File: src/hw/ccu_pkg.sv
// package: register map, mode codes and field layout of the capture/compare unit
package ccu_pkg;
	localparam logic [7:0] unit_control_addr = 8'h17;
	localparam logic [7:0] value_low_byte_addr = 8'h15;
	localparam logic [7:0] value_high_byte_addr = 8'h16;
	localparam logic [7:0] status_addr = 8'h18;
	localparam logic [7:0] control_reset = 8'h00;
	localparam logic [7:0] control_write_mask = 8'h3f;
	localparam int mode_lsb = 0;
	localparam int duty_lsb = 4;
	localparam int flag_bit = 2;
	localparam int overflow_bit = 0;
	localparam int prescale_width = 4;
	localparam logic [3:0] prescale_four_last = 4'h3;
	localparam logic [3:0] prescale_sixteen_last = 4'hf;
	localparam logic [3:0] prescale_zero = 4'h0;
	localparam logic [3:0] prescale_step = 4'h1;
	localparam logic [7:0] byte_zero = 8'h00;

	typedef enum logic [3:0] {
		mode_off = 4'h0,
		mode_cap_fall = 4'h4,
		mode_cap_rise = 4'h5,
		mode_cap_rise4 = 4'h6,
		mode_cap_rise16 = 4'h7,
		mode_cmp_set = 4'h8,
		mode_cmp_clear = 4'h9,
		mode_cmp_soft = 4'ha,
		mode_cmp_special = 4'hb
	} unit_mode_type;

	typedef struct packed {
		logic [7:0] addr;
		logic [7:0] wdata;
		logic wr;
		logic rd;
	} reg_req_type;

	typedef struct packed {
		logic [15:0] count;
		logic write;
	} timer_view_type;

	function automatic logic is_capture(input logic [3:0] m);
		return m[3:2] == 2'b01;
	endfunction : is_capture

	function automatic logic is_compare(input logic [3:0] m);
		return m[3:2] == 2'b10;
	endfunction : is_compare
endpackage : ccu_pkg

File: src/hw/capture_compare_unit.sv
// capture/compare unit: registers, capture, compare and special trigger
// Operation
// RULE1: value pair is two byte registers
// RULE2: mode 0000 disables and resets unit
// RULE3: 0100 falling, 0101 rising edge capture
// RULE4: capture copies 16-bit first timer count
// RULE5: prescaled capture every fourth, sixteenth rise
// RULE6: capture sets sticky flag, software clears
// RULE7: newer capture overwrites unread value
// RULE8: pin driven as output may capture
// RULE9: timer must be synchronous while used
// RULE10: mode change may give false flag
// RULE11: prescaler cleared off, non-capture, reset
// RULE12: prescale switch keeps counter, may flag
// RULE13: compare each cycle, pin action, flag
// RULE14: 1001 match drives output low
// RULE15: 1010 match flags, pin unchanged
// RULE16: control zero forces output latch low
// RULE17: special trigger clears timer, starts conversion
// RULE18: special trigger leaves overflow flag alone
// RULE19: capture/compare use first timer
// RULE20: control bits 5:4 are duty lsbs
// RULE21: software makes pin output in compare
// RULE22: 1011 selects special event trigger
// RULE23: timer write beats trigger clear
// RULE24: 0110, 0111 prescale; 1000 drives high
// RULE25: unassigned mode codes act as disabled
//
// Design decision made here: the strobed register port.
`timescale 1ns/1ps
module capture_compare_unit (
	// clock and reset
	input wire logic sys_clk_i,
	input wire logic rst_n_i,
	// register port
	input wire logic [7:0] addr_i,
	input wire logic [7:0] wdata_i,
	input wire logic wr_i,
	input wire logic rd_i,
	output logic [7:0] rdata_o,
	// first timer
	input wire logic [15:0] timer_count_i,
	input wire logic timer_write_i,
	output logic timer_clear_o,
	// analog converter
	input wire logic adc_enable_i,
	output logic adc_start_o,
	// unit pin
	input wire logic unit_pin_i,
	output logic compare_out_o,
	// flags
	output logic unit_request_flag_o
);
	ccu_pkg::reg_req_type req;
	logic [7:0] control_q;
	logic [7:0] value_low_byte_q;
	logic [7:0] value_high_byte_q;
	logic flag_q;
	logic compare_q;
	logic capture_evt;
	logic match;
	logic match_q;
	logic [3:0] mode;
	logic cmp_mode;
	logic flag_set;
	logic flag_clr;
	logic special_hit;
	logic [7:0] status_word;

	// one write strobe aimed at one register
	function automatic logic write_to(input ccu_pkg::reg_req_type r, input logic [7:0] a);
		return r.wr && r.addr == a;
	endfunction : write_to

	// one read strobe aimed at one register
	function automatic logic read_of(input ccu_pkg::reg_req_type r, input logic [7:0] a);
		return r.rd && r.addr == a;
	endfunction : read_of

	assign req = '{addr: addr_i, wdata: wdata_i, wr: wr_i, rd: rd_i};
	assign mode = control_q[ccu_pkg::mode_lsb +: 4];
	assign cmp_mode = ccu_pkg::is_compare(mode);

	ccu_edge_prescaler u_edge (
		.sys_clk_i(sys_clk_i),
		.rst_n_i(rst_n_i),
		.mode_i(mode),
		.pin_i(unit_pin_i), // RULE8
		.capture_o(capture_evt)
	);

	ccu_match u_match (
		.sys_clk_i(sys_clk_i),
		.rst_n_i(rst_n_i),
		.enable_i(cmp_mode),
		.value_i({value_high_byte_q, value_low_byte_q}),
		.count_i(timer_count_i), // RULE19
		.match_o(match)
	);

	// one action per match episode
	always_ff @(posedge sys_clk_i) begin
		if (!rst_n_i) begin
			match_q <= 1'b0;
		end else begin
			match_q <= match;
		end
	end

	logic match_rise;
	assign match_rise = match && !match_q && cmp_mode;

	// control register
	always_ff @(posedge sys_clk_i) begin
		if (!rst_n_i) begin
			control_q <= ccu_pkg::control_reset; // RULE2
		end else if (write_to(req, ccu_pkg::unit_control_addr)) begin
			control_q <= req.wdata & ccu_pkg::control_write_mask; // RULE20
		end
	end

	// value pair: software write or capture
	always_ff @(posedge sys_clk_i) begin
		if (!rst_n_i) begin
			value_low_byte_q <= ccu_pkg::byte_zero;
			value_high_byte_q <= ccu_pkg::byte_zero;
		end else if (capture_evt && ccu_pkg::is_capture(mode)) begin
			value_low_byte_q <= timer_count_i[7:0]; // RULE4
			value_high_byte_q <= timer_count_i[15:8]; // RULE7
		end else begin
			if (write_to(req, ccu_pkg::value_low_byte_addr)) begin
				value_low_byte_q <= req.wdata; // RULE1
			end
			if (write_to(req, ccu_pkg::value_high_byte_addr)) begin
				value_high_byte_q <= req.wdata; // RULE1
			end
		end
	end

	// request flag: hardware set wins over software clear
	assign flag_set = (capture_evt && ccu_pkg::is_capture(mode)) // RULE10
		|| (match_rise && mode inside {ccu_pkg::mode_cmp_set, ccu_pkg::mode_cmp_clear,
		ccu_pkg::mode_cmp_soft, ccu_pkg::mode_cmp_special}); // RULE15
	assign flag_clr = write_to(req, ccu_pkg::status_addr) && !req.wdata[ccu_pkg::flag_bit];

	always_ff @(posedge sys_clk_i) begin
		if (!rst_n_i) begin
			flag_q <= 1'b0;
		end else if (flag_set) begin
			flag_q <= 1'b1; // RULE6
		end else if (flag_clr) begin
			flag_q <= 1'b0; // RULE6
		end
	end

	// compare output latch
	always_ff @(posedge sys_clk_i) begin
		if (!rst_n_i) begin
			compare_q <= 1'b0;
		end else if (write_to(req, ccu_pkg::unit_control_addr) && req.wdata == ccu_pkg::control_reset) begin
			compare_q <= 1'b0; // RULE16
		end else if (match_rise && mode == ccu_pkg::mode_cmp_set) begin
			compare_q <= 1'b1; // RULE24
		end else if (match_rise && mode == ccu_pkg::mode_cmp_clear) begin
			compare_q <= 1'b0; // RULE14
		end
	end

	// special event trigger
	assign special_hit = match_rise && mode == ccu_pkg::mode_cmp_special; // RULE22

	always_ff @(posedge sys_clk_i) begin
		if (!rst_n_i) begin
			timer_clear_o <= 1'b0;
			adc_start_o <= 1'b0;
		end else begin
			timer_clear_o <= special_hit && !timer_write_i; // RULE23
			adc_start_o <= special_hit && adc_enable_i; // RULE17
		end
	end

	// status word: request flag only, overflow bit never touched
	always_comb begin
		status_word = ccu_pkg::byte_zero;
		status_word[ccu_pkg::flag_bit] = flag_q; // RULE6
		status_word[ccu_pkg::overflow_bit] = 1'b0; // RULE18
	end

	// read port
	always_ff @(posedge sys_clk_i) begin
		if (!rst_n_i) begin
			rdata_o <= ccu_pkg::byte_zero;
		end else if (req.rd) begin
			unique case (req.addr)
				ccu_pkg::unit_control_addr: rdata_o <= control_q;
				ccu_pkg::value_low_byte_addr: rdata_o <= value_low_byte_q;
				ccu_pkg::value_high_byte_addr: rdata_o <= value_high_byte_q;
				ccu_pkg::status_addr: rdata_o <= status_word; // RULE18
				default: rdata_o <= ccu_pkg::byte_zero;
			endcase
		end else begin
			rdata_o <= ccu_pkg::byte_zero;
		end
	end

	assign compare_out_o = compare_q;
	assign unit_request_flag_o = flag_q;
endmodule : capture_compare_unit

File: src/hw/ccu_edge_prescaler.sv
// edge detector and capture prescaler for the unit pin
`timescale 1ns/1ps
module ccu_edge_prescaler (
	// clock and reset
	input wire logic sys_clk_i,
	input wire logic rst_n_i,
	// control
	input wire logic [3:0] mode_i,
	input wire logic pin_i,
	// event
	output logic capture_o
);
	logic pin_q;
	logic [3:0] count_q;
	logic rise;
	logic fall;
	logic hit;

	assign rise = pin_i & ~pin_q;
	assign fall = ~pin_i & pin_q;

	always_ff @(posedge sys_clk_i) begin
		if (!rst_n_i) begin
			pin_q <= 1'b0;
		end else begin
			pin_q <= pin_i;
		end
	end

	always_comb begin
		hit = 1'b0;
		unique case (mode_i)
			ccu_pkg::mode_cap_fall: hit = fall; // RULE3
			ccu_pkg::mode_cap_rise: hit = rise; // RULE3
			ccu_pkg::mode_cap_rise4: hit = rise && count_q[1:0] == ccu_pkg::prescale_four_last[1:0]; // RULE5
			ccu_pkg::mode_cap_rise16: hit = rise && count_q == ccu_pkg::prescale_sixteen_last; // RULE5
			default: hit = 1'b0; // RULE25
		endcase
	end

	// count kept across prescale changes, cleared outside capture
	always_ff @(posedge sys_clk_i) begin
		if (!rst_n_i) begin
			count_q <= ccu_pkg::prescale_zero; // RULE11
		end else if (!ccu_pkg::is_capture(mode_i)) begin
			count_q <= ccu_pkg::prescale_zero; // RULE11
		end else if (rise) begin
			count_q <= count_q + ccu_pkg::prescale_step; // RULE12
		end
	end

	always_ff @(posedge sys_clk_i) begin
		if (!rst_n_i) begin
			capture_o <= 1'b0;
		end else begin
			capture_o <= hit;
		end
	end
endmodule : ccu_edge_prescaler

File: src/hw/ccu_match.sv
// registered 16-bit equality between value pair and timer
`timescale 1ns/1ps
module ccu_match (
	// clock and reset
	input wire logic sys_clk_i,
	input wire logic rst_n_i,
	// operands
	input wire logic enable_i,
	input wire logic [15:0] value_i,
	input wire logic [15:0] count_i,
	// result
	output logic match_o
);
	always_ff @(posedge sys_clk_i) begin
		if (!rst_n_i) begin
			match_o <= 1'b0;
		end else begin
			match_o <= enable_i && value_i == count_i; // RULE13
		end
	end
endmodule : ccu_match

File: config.mk
export PLATFORM = sky130hd
export DESIGN_NAME = capture_compare_unit
export DESIGN_NICKNAME = d
export VERILOG_FILES = /design/src/hw/ccu_pkg.sv /design/src/hw/capture_compare_unit.sv /design/src/hw/ccu_edge_prescaler.sv /design/src/hw/ccu_match.sv
export SDC_FILE = /design/constraint.sdc
export NUM_CORES = 1
export LEC_CHECK = 0
export ABC_AREA = 0
export BUFFER_PORTS_ARGS = -buffer_cell sky130_fd_sc_hd__buf_4
export CORE_MARGIN = 1
export CORE_UTILIZATION = 42
export CTS_CLUSTER_SIZE = 10
export DETAILED_ROUTE_END_ITERATION = 7
export GPL_ROUTABILITY_DRIVEN = 0
export GPL_TIMING_DRIVEN = 1
export PLACE_DENSITY = 0.7
export SLEW_MARGIN = 5
export SYNTH_ARGS = -nofsm -noshare
export SYNTH_HDL_FRONTEND = slang
export SYNTH_SLANG_ARGS = --single-unit
export TNS_END_PERCENT = 20
File: constraint.sdc
create_clock -name sys_clk_i -period 3.2 [get_ports sys_clk_i]
set_input_delay 0.16 -clock sys_clk_i [delete_from_list [all_inputs] [get_ports sys_clk_i]]
set_output_delay 0.16 -clock sys_clk_i [all_outputs]
set_load 0.02 [all_outputs]
Word level (Yosys, flattened, before mapping) --
Index checks and enable logic that the tools add are counted.
Storage, ports and cells: word-level logic and storage cells 77, output and inout bits 12, register bits after elaboration 42, input port bits 39
Operators by class: bitwise logic cells 5, eq/ne operators 17, mux-type cells 10, reduce and logical (&&, ||, !) cells 31, $add $sub $neg 1
Operator list (number):
- $eq 8x5->1 const B | 4
- $mux 8 | 4
- $pmux 8 s4 | 1
- $eq 4x4->1 const B | 5
- $logic_and 1x1->1 | 18
- $eq 16x16->1 | 1
- $eq 4x3->1 const B | 4
- $logic_not 8->1 | 1
- $reduce_bool 2->1 | 4
- $add 4x1->4 const B | 1
- $eq 2x2->1 const B | 2
- $mux 1 | 4
- $pmux 1 s4 | 1
- $reduce_and 2->1 | 2
- $reduce_bool 4->1 | 1
- $logic_not 1->1 | 3
- $not 1->1 | 3
- $and 1x1->1 | 2
- $eq 2x1->1 const B | 1
- $reduce_or 2->1 | 1
- $logic_or 1x1->1 | 1

Longest topological paths before layout --
word-level depth 6, gate-level depth with buffers 6, gate-level depth less buffers 4

Modules after synthesis --
A second synthesis with hierarchy kept.
Second synthesis, totals: cell total of the unflattened synthesis 216, area total of the unflattened synthesis 2094.5 um^2
Modules (own cells, without submodules):
- capture_compare_unit | times used 1, cells each 165, seq. area each 700.7 um^2, area each 1614.0 um^2
- ccu_edge_prescaler | times used 1, cells each 28, seq. area each 120.1 um^2, area each 276.5 um^2
- ccu_match | times used 1, cells each 23, seq. area each 20.0 um^2, area each 203.9 um^2

Worst setup path after synthesis --
No wires, ideal clock.
path type register to register, start point register control_q[3], end point register value_low_byte_q[4], required time 3072 ps, stages on the path, launching flop included 6, buffers on the path 2, data arrival time 1277 ps, setup time 128 ps, clock period less this slack 1404 ps, slack 1796 ps, cell sequence dfxtp_1 > and3b_1 > buf_2 > clkbuf_1 > a222oi_1 > nor2_1
Between the ends: cells in the longest elaborated chain, start to end 3, elaborated cells between the ends (all ways) 4, classes of those cells eq/ne: 1; mux: 1; reduce/logical: 2
Ends and longest elaborated chain:
- start, declared | RTL line capture_compare_unit.sv:55 | logic [7:0] control_q;
- start signal, assigned | RTL line capture_compare_unit.sv:116 | control_q <= ccu_pkg::control_reset;
- start signal, assigned | RTL line capture_compare_unit.sv:118 | control_q <= req.wdata & ccu_pkg::control_write_mask;
- $eq 2x1->1 (*) | RTL line ccu_pkg.sv:45 | return m[3:2] == 2'b01;
- $logic_and 1x1->1 (*) | RTL line capture_compare_unit.sv:127 | end else if (capture_evt && ccu_pkg::is_capture(mode)) begin
- $mux 8 / $reduce_bool 2->1 (equally long branches)
- end signal, assigned | RTL line capture_compare_unit.sv:125 | value_low_byte_q <= ccu_pkg::byte_zero;
- end signal, assigned | RTL line capture_compare_unit.sv:128 | value_low_byte_q <= timer_count_i[7:0];
- end signal, assigned | RTL line capture_compare_unit.sv:132 | value_low_byte_q <= req.wdata;
- end, declared | RTL line capture_compare_unit.sv:56 | logic [7:0] value_low_byte_q;
Mark *: on every way between the ends. The rest lies on a longest branch, timed or not. A chain may end at the register's enable or synchronous reset.

Worst setup path in the final report --
start point register control_q[2], end point register value_low_byte_q[7]
Same word-level chain as after synthesis.

==> metrics.csv <==
stage,metric,value,unit
drt,drtIter0Drc,220,
yosys,ys_ff_latch,42,
finish,area_growth,26.7,%
sta,fin_setup_tns,0,ns
power_and_ir_drop,finalPower,0.000959,W
sta,setup_viol_count_final,0,
clock_tree,clockBufferDepth,2,
grt,overflow,0,
sta,fin_crit_sh,62.6,%
floorplan,coreArea,4380,um^2
clock_tree,post_cts_resized,0,
grt,grt_pass1_wl,7670,um
power_and_ir_drop,ir_drop,0.213,mV
sta,tightest_slew,0.757,ns
drt,wirelength,4810,um
floorplan,die_y,69.6,um
finish,ff_latch_area,841,um^2
sta,setup_ws,1.20,ns
drt,vias_per_cell,5.72,
sta,holdWs,0.0833,ns
hold_path,hp-class,input port to register,
yosys,yosys-top-cells-count,"dfxtp_1, nor2_1, xor2_1",
clock_tree,htreeDepth,2,
yosys,yosysWarnings,0,
power_and_ir_drop,powerDensity,394,nW/um^2
yosys,netlist_instances,195,
place,io_buffers,50,
finish,fillers,433,
setup_path,end_kind,register,
finish,antenna_cells,0,
setup_path,worstPathRequired,3.37,ns
drt,dr.pass1.iters,6,
place,pre_cts_slack,1.26,ns
setup_path,critPathKind,register to register,
setup_path,critical-path-max-stage-delay,0.69,ns
sta,period_minus_slack,2.00,ns
flow_run,maxCapViolations,0,
power_and_ir_drop,p_leak,1.06,nW
clock_tree,cts_made_buffers,5,
sta,rsz0062_at_grt,no,
clock_tree,clock_latency,0.29,ns
yosys,synth_cell_types,38,
yosys,synth-main-ff-cell,dfxtp_1,
yosys,synth_top_area_cell,dfxtp_1,
yosys,synth_nets,235,
grt,grt_max_degree,25,
setup_path,crit_fanout,21,
grt,antenna_found_initial,0,
floorplan,rows,24,
floorplan,die_area,4850,um^2
drt,ant_nets,0,
clock_tree,numClockSinks,42,
setup_path,worstPathArrival,2.18,ns
yosys,syn_area,1920,um^2
floorplan,start_util,43.8,%
yosys,synth_top_cell_area_share,43.8,%
finish,nets,285,
finish,instances_no_fill,298,
floorplan,io_pins,51,
finish,drive_gt1_share,29.3,%
drt,route.detailed.drc,0,
sta,slew_viol_final,0,
place,hpwl,3460,um
clock_tree,root_buffer,clkbuf_8,
yosys,synth.most_common_cell,dfxtp_1,
sta,fin_skew,0.00745,ns
clock_tree,path_clk_slew,0.08,ns
setup_path,start_kind,register,
yosys,synth_area_per_cell,9.85,um^2
setup_path,cp_num_buf_inv,0,
sta,fmax,0.499,GHz
setup_path,crit_chain,and3b_1 > and4b_2 > a222oi_1 > nor2_1,
place,dp.cells,289,
sta,finalHoldViolCount,0,
finish,multi_input_area,1020,um^2
grt,grt_pass1_vias,1609,
sta,maxSlewHeadroom,49.5,%
clock_tree,cts_tree,built,
drt,via_count,1704,
floorplan,die_x,69.6,um
grt,grt_usage,20.4,%
outcome,outcome,"complete, no violations",
yosys,synthTopCellsByArea,"dfxtp_1, a222oi_1, xor2_1, nor2_1, mux2i_1",
setup_path,worst_path_max_delay_cell,and3b_1,
yosys,synth_seq_area_share,43.8,%
yosys,synth_enable_flop_cells,0,
drt,avgRoutedWirePerCell,16.1,um
setup_path,path_delay_family,simple AND/OR/NAND/NOR gates,
yosys,synthArstFlopShare,0,%
kinds of logic (layout without fill, tap and decap cells):
kind of cell	count (synthesis)	count (layout)	synth area share (%)
AOI/OAI and AO/OA	33	33	15.6
xor gates and xnor gates	19	19	8.66
adders and majority gates	1	1	0.651
buffers and inverters	13	64	2.87
DFF	42	42	43.8
muxes	13	13	7.17
and+or+nand+nor	74	74	21.3
flip-flops by register name, summed over array words and instances (netlist names), 4 cells and up:
name	count
u_edge.count_q	4
value_low_byte_q	8
rdata_o	8
control_q	6
value_high_byte_q	8
power by group:
part / switching [W] / internal, W
Clock: 0.000173 / 0.000174
Combinational: 0.0000436 / 0.0000450
Sequential: 0.000000655 / 0.000523
Total: 0.000217 / 0.000742
what timing repair did:
action / CTS / global route
hold endpoints to repair: 0 / 1
buffers inserted: 0 / 0
hold buffers: 0 / 1
layer usage:
metal  vias up  wire [um]  global-route usage, %  part of all wire (%)
li1        829          -                      -                     -
met1       793       2120                   26.4                    44
met2        71       2230                   32.1                    46
met3        11        363                   4.94                   7.5
met4         0        102                   9.33                   2.1
met5         -          0                      0                     0
tightest hold or removal path, stage by stage:
cell and delay [ns]:
buf_4 0.07, inv_1 0.03, nor2_1 0.08
metrics by stage:
stage          instance area [um^2]  utilization (%)
6_report                       2430             55.5
5_1_grt                        2430             55.5
4_1_cts                        2420             55.3
3_5_place_dp                   2330             53.2
3_3_place_gp                   2330             53.2
2_1_floorplan                  1920                -
worst paths after layout:
check | startpoint | endpoint | slack, ns | cells past startpoint
max | control_q[2]$_SDFFE_PN0P_ | value_low_byte_q[7]$_SDFFE_PN0P_ | 1.20 | 4
min | adc_enable_i | adc_start_o$_SDFF_PN0_ | 0.08 | 3
max reg2reg | control_q[2]$_SDFFE_PN0P_ | value_low_byte_q[7]$_SDFFE_PN0P_ | 1.20 | 4
min reg2reg | u_match.match_o$_SDFF_PN0_ | match_q$_SDFF_PN0_ | 0.47 | 1
cell type report:
cell class | instances | area share [%]
Clock buffer | 7 | 3.55
Clock inverter | 1 | 0.206
Inverter | 3 | 0.463
Multi-Input combinational cell | 140 | 42.1
Sequential cell | 42 | 34.6
Tap cell | 52 | 2.67
Timing Repair Buffer | 53 | 16.5
cell usage in the layout, fill, tap and decap left out, types with 2 or more instances in the layout:
cell / synthesis / routed
a222oi_1: 16 / 16
a22oi_1: 8 / 8
a31oi_2: 2 / 2
and2_1: 3 / 3
and3b_1: 2 / 2
and4b_2: 2 / 2
buf_4: 0 / 52
clkbuf_8: 0 / 6
dfxtp_1: 42 / 42
inv_1: 2 / 2
mux2_2: 6 / 6
mux2i_1: 7 / 7
nand2_1: 5 / 5
nand4_1: 3 / 3
nor2_1: 37 / 37
nor2b_1: 6 / 6
nor4_1: 6 / 6
nor4b_1: 2 / 2
xor2_1: 18 / 18
Power figures use the tool's default switching activity.
